[src/core/psl_pkg.sv]
`default_nettype none
package psl_pkg;

  ////////////////////////////////////////////////////////////////////////////
  // Strap pad positions in the pad vectors
  localparam int PAD_W = 12;
  localparam int PAD_ADDR2 = 0;
  localparam int PAD_ADDR1 = 1;
  localparam int PAD_ADDR0 = 2;
  localparam int PAD_CFG2 = 3;
  localparam int PAD_CFG1 = 4;
  localparam int PAD_CFG0 = 5;
  localparam int PAD_ANEG = 6;
  localparam int PAD_TREE_N = 7;
  localparam int PAD_FILT = 8;
  localparam int PAD_SPEED = 9;
  localparam int PAD_DUPLEX = 10;
  localparam int PAD_BCAST = 11;

  // Levels that the internal pulls give with nothing fitted on the board
  localparam logic [11:0] PAD_DEFAULT = 12'h6c4;

  ////////////////////////////////////////////////////////////////////////////
  // Management address and mode codes
  localparam logic [1:0] MGMT_ADDR_HI = 2'h0;
  localparam logic [4:0] MGMT_ADDR_DEFAULT = 5'h01;
  localparam logic [2:0] CFG_MII = 3'h0;
  localparam logic [2:0] CFG_MDIX_A = 3'h2;
  localparam logic [2:0] CFG_MDIX_B = 3'h6;

  ////////////////////////////////////////////////////////////////////////////
  // Register map (byte addresses, one 32-bit word each)
  localparam int ADDR_W = 12;
  localparam logic [11:0] OFS_CTRL = 12'h000;
  localparam logic [11:0] OFS_ADV = 12'h004;
  localparam logic [11:0] OFS_STRAP = 12'h008;

  localparam int CTRL_SPEED = 13;
  localparam int CTRL_ANEG = 12;
  localparam int CTRL_DUPLEX = 8;

  localparam int ADV_100_LO = 7;
  localparam int ADV_10_LO = 5;
  localparam int ADV_SEL_LO = 0;
  localparam logic [4:0] ADV_SELECTOR = 5'h01;
  localparam logic [1:0] ADV_10_DEFAULT = 2'h3;

  localparam int ST_ADDR_LO = 0;
  localparam int ST_CFG_LO = 5;
  localparam int ST_MDIX = 8;
  localparam int ST_RSVD = 9;
  localparam int ST_TREE = 10;
  localparam int ST_FILT = 11;
  localparam int ST_UNIQ = 12;
  localparam int ST_DONE = 13;

  typedef enum logic {PH_HOLD, PH_RUN} psl_phase_type;

endpackage
`default_nettype wire

[src/core/psl_strap_latch.sv]
// Design decisions made here: the APB slave port and the address map.
`timescale 1ns/1ps
`default_nettype none
module psl_strap_latch #(
  parameter int ADDR_W = psl_pkg::ADDR_W
) (
  input wire logic CORE_CLK_I,
  input wire logic RST_I,
  input wire logic [psl_pkg::PAD_W-1:0] STRAP_PAD_I,
  input wire logic [psl_pkg::PAD_W-1:0] FUNC_PAD_I,
  output logic [psl_pkg::PAD_W-1:0] STRAP_PAD_O,
  output logic [psl_pkg::PAD_W-1:0] STRAP_PAD_OE_N_O,
  input wire logic PSEL_I,
  input wire logic PENABLE_I,
  input wire logic PWRITE_I,
  input wire logic [ADDR_W-1:0] PADDR_I,
  input wire logic [31:0] PWDATA_I,
  output logic [31:0] PRDATA_O,
  output logic PREADY_O,
  output logic PSLVERR_O,
  output logic [4:0] MGMT_ADDR_O,
  output logic [2:0] CFG_CODE_O,
  output logic MDIX_AUTO_EN_O,
  output logic CFG_RESERVED_O,
  output logic AUTO_NEGOTIATION_STRAP_EN_O,
  output logic SPEED_100_O,
  output logic FULL_DUPLEX_O,
  output logic [1:0] ADV_100_O,
  output logic [1:0] ADV_10_O,
  output logic TEST_TREE_EN_O,
  output logic LINE_FILTER_DIS_O,
  output logic ADDR_ZERO_UNIQUE_O,
  output logic STRAP_DONE_O
);
  import psl_pkg::*;

  psl_phase_type phase_r;
  logic [4:0] mgmt_addr_r;
  logic [2:0] cfg_r;
  logic mdix_r;
  logic rsvd_r;
  logic tree_r;
  logic filt_r;
  logic uniq_r;
  logic speed_r;
  logic aneg_r;
  logic fdx_r;
  logic [1:0] adv100_r;
  logic [1:0] adv10_r;
  logic [31:0] prdata_r;
  logic pready_r;
  logic pslverr_r;
  logic load_en;
  logic [PAD_W-1:0] load_pad;
  logic [2:0] load_cfg;
  logic setup;
  logic wr_go;
  logic mapped;
  logic [31:0] rd_data;

  ////////////////////////////////////////////////////////////////////////////
  // Decoding helpers
  function automatic logic cfg_mdix(input logic [2:0] c);
    return (c == CFG_MDIX_A) || (c == CFG_MDIX_B);
  endfunction

  function automatic logic cfg_rsvd(input logic [2:0] c);
    return !cfg_mdix(c) && (c != CFG_MII);
  endfunction

  function automatic logic hit(input logic [ADDR_W-1:0] a,
                               input logic [11:0] ofs);
    return a == ADDR_W'(ofs);
  endfunction

  ////////////////////////////////////////////////////////////////////////////
  // Latch phase: one capture cycle right after reset is released
  always_ff @(posedge CORE_CLK_I) begin
    if (RST_I) begin
      phase_r <= PH_HOLD;
    end else begin
      case (phase_r)
        PH_HOLD: phase_r <= PH_RUN;
        PH_RUN: phase_r <= PH_RUN;
        default: phase_r <= PH_HOLD;
      endcase
    end
  end

  // In reset the registers take the pull defaults, a constant; the pads
  // themselves are only looked at on the first edge after release.
  assign load_en = RST_I || (phase_r == PH_HOLD);
  assign load_pad = RST_I ? PAD_DEFAULT : STRAP_PAD_I;
  assign load_cfg = {load_pad[PAD_CFG2], load_pad[PAD_CFG1],
                     load_pad[PAD_CFG0]};

  ////////////////////////////////////////////////////////////////////////////
  // Read-only strap settings
  always_ff @(posedge CORE_CLK_I) begin
    if (load_en) begin
      mgmt_addr_r <= {MGMT_ADDR_HI, load_pad[PAD_ADDR2],
                      load_pad[PAD_ADDR1], load_pad[PAD_ADDR0]};
    end
  end

  // Reserved codes fall back to crossover off and are flagged in status
  always_ff @(posedge CORE_CLK_I) begin
    if (load_en) begin
      cfg_r <= load_cfg;
      mdix_r <= cfg_mdix(load_cfg);
      rsvd_r <= cfg_rsvd(load_cfg);
    end
  end

  always_ff @(posedge CORE_CLK_I) begin
    if (load_en) begin
      tree_r <= !load_pad[PAD_TREE_N];
      filt_r <= load_pad[PAD_FILT];
      uniq_r <= load_pad[PAD_BCAST];
    end
  end

  ////////////////////////////////////////////////////////////////////////////
  // Software-visible control and advertisement bits seeded by straps, except ADV_10_O, which loads ADV_10_DEFAULT
  always_ff @(posedge CORE_CLK_I) begin
    if (load_en) begin
      speed_r <= load_pad[PAD_SPEED];
      aneg_r <= load_pad[PAD_ANEG];
      fdx_r <= !load_pad[PAD_DUPLEX];
    end else if (wr_go && hit(PADDR_I, OFS_CTRL)) begin
      speed_r <= PWDATA_I[CTRL_SPEED];
      aneg_r <= PWDATA_I[CTRL_ANEG];
      fdx_r <= PWDATA_I[CTRL_DUPLEX];
    end
  end

  always_ff @(posedge CORE_CLK_I) begin
    if (load_en) begin
      adv100_r <= {2{load_pad[PAD_SPEED]}};
      adv10_r <= ADV_10_DEFAULT;
    end else if (wr_go && hit(PADDR_I, OFS_ADV)) begin
      adv100_r <= PWDATA_I[ADV_100_LO +: 2];
      adv10_r <= PWDATA_I[ADV_10_LO +: 2];
    end
  end

  ////////////////////////////////////////////////////////////////////////////
  // APB slave: no wait states, answer registered at the setup edge
  assign setup = PSEL_I && !PENABLE_I;
  assign wr_go = PSEL_I && PENABLE_I && pready_r && PWRITE_I;
  assign mapped = hit(PADDR_I, OFS_CTRL) || hit(PADDR_I, OFS_ADV) ||
                  hit(PADDR_I, OFS_STRAP);

  always_comb begin
    rd_data = '0;
    if (hit(PADDR_I, OFS_CTRL)) begin
      rd_data[CTRL_SPEED] = speed_r;
      rd_data[CTRL_ANEG] = aneg_r;
      rd_data[CTRL_DUPLEX] = fdx_r;
    end else if (hit(PADDR_I, OFS_ADV)) begin
      rd_data[ADV_100_LO +: 2] = adv100_r;
      rd_data[ADV_10_LO +: 2] = adv10_r;
      rd_data[ADV_SEL_LO +: 5] = ADV_SELECTOR;
    end else if (hit(PADDR_I, OFS_STRAP)) begin
      rd_data[ST_ADDR_LO +: 5] = mgmt_addr_r;
      rd_data[ST_CFG_LO +: 3] = cfg_r;
      rd_data[ST_MDIX] = mdix_r;
      rd_data[ST_RSVD] = rsvd_r;
      rd_data[ST_TREE] = tree_r;
      rd_data[ST_FILT] = filt_r;
      rd_data[ST_UNIQ] = uniq_r;
      rd_data[ST_DONE] = (phase_r == PH_RUN);
    end
  end

  // Read data is snapped at setup; a setup in the capture cycle right after reset
  // returns the values loaded in reset from PAD_DEFAULT, with ST_DONE still 0.
  always_ff @(posedge CORE_CLK_I) begin
    if (RST_I) begin
      pready_r <= 1'b0;
      pslverr_r <= 1'b0;
      prdata_r <= '0;
    end else if (setup) begin
      pready_r <= 1'b1;
      pslverr_r <= !mapped;
      prdata_r <= PWRITE_I ? 32'h0 : rd_data;
    end else if (pready_r) begin
      pready_r <= 1'b0;
      pslverr_r <= 1'b0;
      prdata_r <= '0;
    end
  end

  ////////////////////////////////////////////////////////////////////////////
  // Pad direction: shared pins turn to outputs once the capture is done
  psl_pad_ctl #(
    .W(PAD_W)
  ) u_pad (
    .clk_i(CORE_CLK_I),
    .rst_i(RST_I),
    .drive_en_i(phase_r == PH_RUN),
    .func_i(FUNC_PAD_I),
    .pad_o(STRAP_PAD_O),
    .pad_oe_n_o(STRAP_PAD_OE_N_O)
  );

  assign PRDATA_O = prdata_r;
  assign PREADY_O = pready_r;
  assign PSLVERR_O = pslverr_r;
  assign MGMT_ADDR_O = mgmt_addr_r;
  assign CFG_CODE_O = cfg_r;
  assign MDIX_AUTO_EN_O = mdix_r;
  assign CFG_RESERVED_O = rsvd_r;
  assign AUTO_NEGOTIATION_STRAP_EN_O = aneg_r;
  assign SPEED_100_O = speed_r;
  assign FULL_DUPLEX_O = fdx_r;
  assign ADV_100_O = adv100_r;
  assign ADV_10_O = adv10_r;
  assign TEST_TREE_EN_O = tree_r;
  assign LINE_FILTER_DIS_O = filt_r;
  assign ADDR_ZERO_UNIQUE_O = uniq_r;
  assign STRAP_DONE_O = (phase_r == PH_RUN);

  ////////////////////////////////////////////////////////////////////////////
  // Assertions
  logic [PAD_W-1:0] pad_q;
  logic cap_w;

  always_ff @(posedge CORE_CLK_I) begin
    pad_q <= STRAP_PAD_I;
  end

  assign cap_w = !RST_I && (phase_r == PH_HOLD);
endmodule
`default_nettype wire

[src/core/psl_pad_ctl.sv]
`timescale 1ns/1ps
`default_nettype none
module psl_pad_ctl #(
  parameter int W = 12
) (
  input wire logic clk_i,
  input wire logic rst_i,
  input wire logic drive_en_i,
  input wire logic [W-1:0] func_i,
  output logic [W-1:0] pad_o,
  output logic [W-1:0] pad_oe_n_o
);

  // Pads float as inputs while in reset so the pulls set the level
  always_ff @(posedge clk_i) begin
    if (rst_i) begin
      pad_oe_n_o <= '1;
    end else begin
      pad_oe_n_o <= {W{~drive_en_i}};
    end
  end

  always_ff @(posedge clk_i) begin
    if (rst_i) begin
      pad_o <= '0;
    end else begin
      pad_o <= func_i;
    end
  end

endmodule
`default_nettype wire

[config.mk]
export PLATFORM = sky130hd
export DESIGN_NAME = psl_strap_latch
export DESIGN_NICKNAME = d
export VERILOG_FILES = /design/src/core/psl_pkg.sv /design/src/core/psl_strap_latch.sv /design/src/core/psl_pad_ctl.sv
export SDC_FILE = /design/constraint.sdc
export NUM_CORES = 1
export LEC_CHECK = 0
export BUFFER_PORTS_ARGS = -buffer_cell sky130_fd_sc_hd__buf_2
export CORE_UTILIZATION = 36
export DETAILED_ROUTE_END_ITERATION = 10
export PLACE_DENSITY = 0.84
export SLEW_MARGIN = 20
export SYNTH_ARGS = -nofsm -noshare
export SYNTH_HDL_FRONTEND = slang
export SYNTH_SLANG_ARGS = --single-unit
[constraint.sdc]
create_clock -name CORE_CLK_I -period 1.38 [get_ports CORE_CLK_I]
set_input_delay 0.069 -clock CORE_CLK_I [delete_from_list [all_inputs] [get_ports CORE_CLK_I]]
set_output_delay 0.069 -clock CORE_CLK_I [all_outputs]
set_load 0.01 [all_outputs]
**Word level (Yosys, flattened, before mapping)**

Cells that the tools add are included.
Widths: inputs -> output; s select.

- Equal/unequal tests: 4
- Multiplexer cells: 23
- Bitwise logic cells: 1
- Reductions and logical operators: 21

Operator list:

| kind | number |
|---|---|
| $mux 32 | 2 |
| $mux 14 | 2 |
| $eq 12x3->1 const B | 1 |
| $eq 12x4->1 const B | 1 |
| $logic_not 12->1 | 1 |
| $mux 1 | 11 |
| $mux 11 | 1 |
| $mux 9 | 1 |
| $mux 8 | 1 |
| $logic_and 1x1->1 | 7 |
| $mux 2 | 3 |
| $reduce_bool 2->1 | 3 |
| $logic_not 1->1 | 5 |
| $mux 5 | 1 |
| $logic_or 1x1->1 | 4 |
| $eq 3x2->1 const B | 1 |
| $eq 3x3->1 const B | 1 |
| $mux 3 | 1 |
| $reduce_bool 3->1 | 1 |
| $not 1->1 | 1 |

- Bits in registers: 66
- Output and inout port bits: 79
- Word-level logic and storage cells: 67

**Logic depth before layout (Yosys ltp)**

- Word-level depth: 6
- Depth in mapped cells: 5
- Gate-level depth less buffers: 3

**Modules after synthesis**

A second synthesis with hierarchy kept.

- Cell total of the unflattened synthesis: 184
- Area total of the unflattened synthesis: 2,009.4 µm²

Modules (own cells, without submodules):

| module | times used | cells each | area an instance (µm²) | sequential area each (µm²) |
|---|---|---|---|---|
| psl_strap_latch | 1 | 146 | 1,577.8 | 820.8 |
| psl_pad_ctl | 1 | 38 | 431.7 | 260.2 |

**Worst setup path after synthesis**

No wires, ideal clock.

- Path type: reg-to-reg
- Start point: register phase_r (netlist: STRAP_DONE_O)
- End point: register adv100_r[0] (netlist: ADV_100_O[0]) (enable)
- Library setup time: 293 ps
- Arrival time: 1,241 ps
- Required time: 1,087 ps
- Slack: -155 ps
- Cell stages (with the launch flop): 5
- Clock period less this slack: 1,535 ps
- Cells stage by stage: dfxtp_1 buf_2 nand2b_1 clkbuf_1 or2_2

- Longest elaborated chain between the ends: 3

Ends and longest elaborated chain:

| item | RTL line | text |
|---|---|---|
| from (decl) | psl_strap_latch.sv:37 | `psl_phase_type phase_r;` |
| from (signal assigned) | psl_strap_latch.sv:80 | `phase_r <= PH_HOLD;` |
| from (signal assigned) | psl_strap_latch.sv:83 | `PH_HOLD: phase_r <= PH_RUN;` |
| from (signal assigned) | psl_strap_latch.sv:84 | `PH_RUN: phase_r <= PH_RUN;` |
| $not 1->1 | - |  |
| $logic_or 1x1->1 | psl_strap_latch.sv:92 | `assign load_en = RST_I \|\| (phase_r == PH_HOLD);` |
| named net load_en | psl_strap_latch.sv:53 | `logic load_en;` |
| $reduce_bool 2->1 (no line) | - |  |
| to (signal assigned) | psl_strap_latch.sv:139 | `adv100_r <= {2{load_pad[PAD_SPEED]}};` |
| to (signal assigned) | psl_strap_latch.sv:142 | `adv100_r <= PWDATA_I[ADV_100_LO +: 2];` |
| to (decl) | psl_strap_latch.sv:48 | `logic [1:0] adv100_r;` |

The timed path passes the listed nets, and every way through them passes these cells.
A chain may end at the register's enable or synchronous reset.

**Worst setup path in the final report**

- Start point: register pready_r (netlist: PREADY_O)
- End point: register adv100_r[1] (netlist: ADV_100_O[1]) (enable)

- Longest elaborated chain between the ends: 4

Ends and longest elaborated chain:

| item | RTL line | text |
|---|---|---|
| from (decl) | psl_strap_latch.sv:51 | `logic pready_r;` |
| from (signal assigned) | psl_strap_latch.sv:180 | `pready_r <= 1'b0;` |
| from (signal assigned) | psl_strap_latch.sv:184 | `pready_r <= 1'b1;` |
| from (signal assigned) | psl_strap_latch.sv:188 | `pready_r <= 1'b0;` |
| $logic_and 1x1->1 (2 in series) | psl_strap_latch.sv:150 | `assign wr_go = PSEL_I && PENABLE_I && pready_r && PWRITE_I;` |
| $logic_and 1x1->1 | psl_strap_latch.sv:141 | `end else if (wr_go && hit(PADDR_I, OFS_ADV)) begin` |
| $reduce_bool 2->1 (no line) | - |  |

Every way passes these cells.

==> impl_results.md <==
* Status: finished clean
* Layout fillers at 528
* Mapped Cells at 186
* Area leader, netlist: dfxtp_1
* Startpoint of the worst hold path: FUNC_PAD_I[3]
* Final nets at 367
* Clock transition at path regs at 0.08 ns
* Number of routed nets with antenna violations at 0
* Synth-to-Final Area Change at 32.7%
* Post-synth ARST share at 0
* Post-route DRC at 0
* Sequential area share after synthesis at 0.526
* Top post-synthesis cells by area: dfxtp_1 (29%), edfxtp_1 (23%), buf_4 (13%)
* Crit path DAT at 1.35 ns
* Num CTS Buffers at 5
* Hpwl dp at 3500 um
* Syn_area_per_cell at 11.0 um^2
* Final Hold Vio Count at 0
* Synth cell types at 35
* H-tree depth at 2
* IO Port Bufs at 103
* Max-cap viol count at 0
* Worst setup SP type: flip-flop
* Crit Path Max Fanout at 2
* Netlist Area Pre-Place at 0.00205 mm^2
* GRT Resource Usage Total at 0.154
* FP Rows at 27
* Post-CTS Setup Bufs at 0
* Most frequent cell after synthesis: buf_4
* CTS tree: yes
* Buffers and inverters on the worst path at 0
* CP max-delay cell: dfxtp_1
* Horiz. Die Dim at 77.5 um
* I/O Pins at 152
* RSZ-0062 raised after global routing: false
* Peak supply drop at 506 uV
* Yosys reg bits at 46
* Worst skew pair latency at 0.29 ns
* Power density over the cells at 1060 mW/mm^2
* Fraction of layout cells with a size suffix above 1 at 0.454
* Core box area at 0.00551 mm^2
* Die Span Y at 77.5 um
* Worst Setup SP: PREADY_O
* Die area at 0.00601 mm^2
* Clock sinks at 46
* Post-cts resize count at 0
* Slowest stage delay, CP at 0.32 ns
* Data required, critical path at 1.44 ns
* Largest net degree at the start of global routing at 27
* Crit path kind: reg2reg
* Delay-heaviest family, CP: simple AND/OR/NAND/NOR gates
* Antenna violations before repair at 0
* Max Fclk at 772 MHz
* Total Wirelength at 4530 um
* Clk_skew at 0.00528 ns
* Hold WS at 0.00378 ns
* # diodes at 0
* Wire length per cell at 12.4 um
* Ys flop type: dfxtp_1
* Vias in the first global route at 1,595
* Period utilization at 0.939
* Detailed router's first-iteration violation count at 63
* CTS Buffer Depth at 2
* Setup TNS at 0 ns
* Pleak at 1.30 nW
* Yosys warns at 0
* EDFF count, synth at 16
* Final Setup Violations at 0
* Vias per cell at 4.48
* Final Wtd Congestion at 0.833
* Slew Limit Fails at 0
* Tmin final at 1.30 ns
* Clk root buf: clkbuf_8
* Hold buffer count at cts at 10
* CP endpoint kind: flip-flop
* First-pass GRT wire length at 7200 um
* Via count at 1,643
* Worst-path cell chain: and4_1, and4_2, or2_2
* GR Overflow Total at 0
* First-pass DRT Iterations at 4
* Synth top cells by count: buf_4 (35), dfxtp_1 (30), nor2b_1 (21)
* Initial Util at 0.373
* Worst hold path type: in2reg
* Worst r2r src: PREADY_O
* Share of the synthesized area in the top cell type at 0.292
layer usage:
layer  wire length [um]  global-route usage
met2               2330               0.281
met1               1820               0.168
met3                338              0.0518
met4                 46              0.0453
met5                  0                   0
layout make-up:
class	count	area, um^2	area share
sequential	46	1080	0.397
multi-input combinational	114	737	0.270
timing repair buffer	123	691	0.253
tap	72	90.1	0.0330
clock buffer	5	68.8	0.0252
clock inverter	3	43.8	0.0161
inverter	4	15.0	0.00551
power by group:
part	internal, W	switching [W]	total (W)
registers	0.00147	0.0000344	0.00150
logic	0.000179	0.000211	0.000390
clock network	0.000543	0.000454	0.000996
layout by cell type, fill, tap and decap left out, types with 2 or more instances in the layout:
cell type	n
clkbuf_8	5
nor2b_1	21
nand3_1	2
and4_2	2
a21oi_1	5
nand2b_1	4
dfxtp_1	30
o2bb2ai_1	4
buf_2	103
inv_1	4
mux2i_1	5
nor2_1	11
nand2_1	8
or2_2	3
nor4_4	2
a22oi_1	4
conb_1	22
buf_4	10
o31ai_2	2
edfxtp_1	16
a21o_1	2
a32o_1	5
dlygate4sd3_1	10
cells by family after synthesis:
group	share of synthesized area
buffers and inverters	0.153
multiplexers	0.0244
AO/OA/AOI/OAI	0.101
AND/OR/NAND/NOR	0.193
other	0.00183
flip-flops	0.526
worst register-to-register path, cell delays in order (launching register included):
cell and delay, ns:
dfxtp_1 0.32, and4_1 0.21, and4_2 0.24, or2_2 0.29
flip-flops by register name, summed over array words and instances, names as in the netlist, 2 cells and up:
signal	cells
MGMT_ADDR_O	3
u_pad.pad_o	12
ADV_100_O	2
PRDATA_O	12
CFG_CODE_O	3
ADV_10_O	2
worst paths after layout:
path	end	slack, ns	cells past startpoint
hold / removal	u_pad.pad_o[3]	0.004	2
setup reg to reg	ADV_100_O[1]	0.08	3
hold reg to reg	PRDATA_O[7]	0.47	1
setup / recovery	ADV_100_O[1]	0.08	3
per-stage QoR:
stage / std cells / area, um^2 / setup WS, ns / utilization / power [W]
floorplan: 207 / 2140 / 0.00635 / - / 0.00179
global placement: 349 / 2510 / 0.112 / 0.456 / 0.00190
detailed placement: 349 / 2510 / 0.0953 / 0.456 / 0.00190
CTS: 367 / 2730 / 0.0802 / 0.495 / 0.00292
global route: 367 / 2730 / 0.0314 / 0.495 / 0.00302
finish: 367 / 2730 / 0.0848 / 0.495 / 0.00289
No activity file was read; power rests on OpenSTA's default activity.
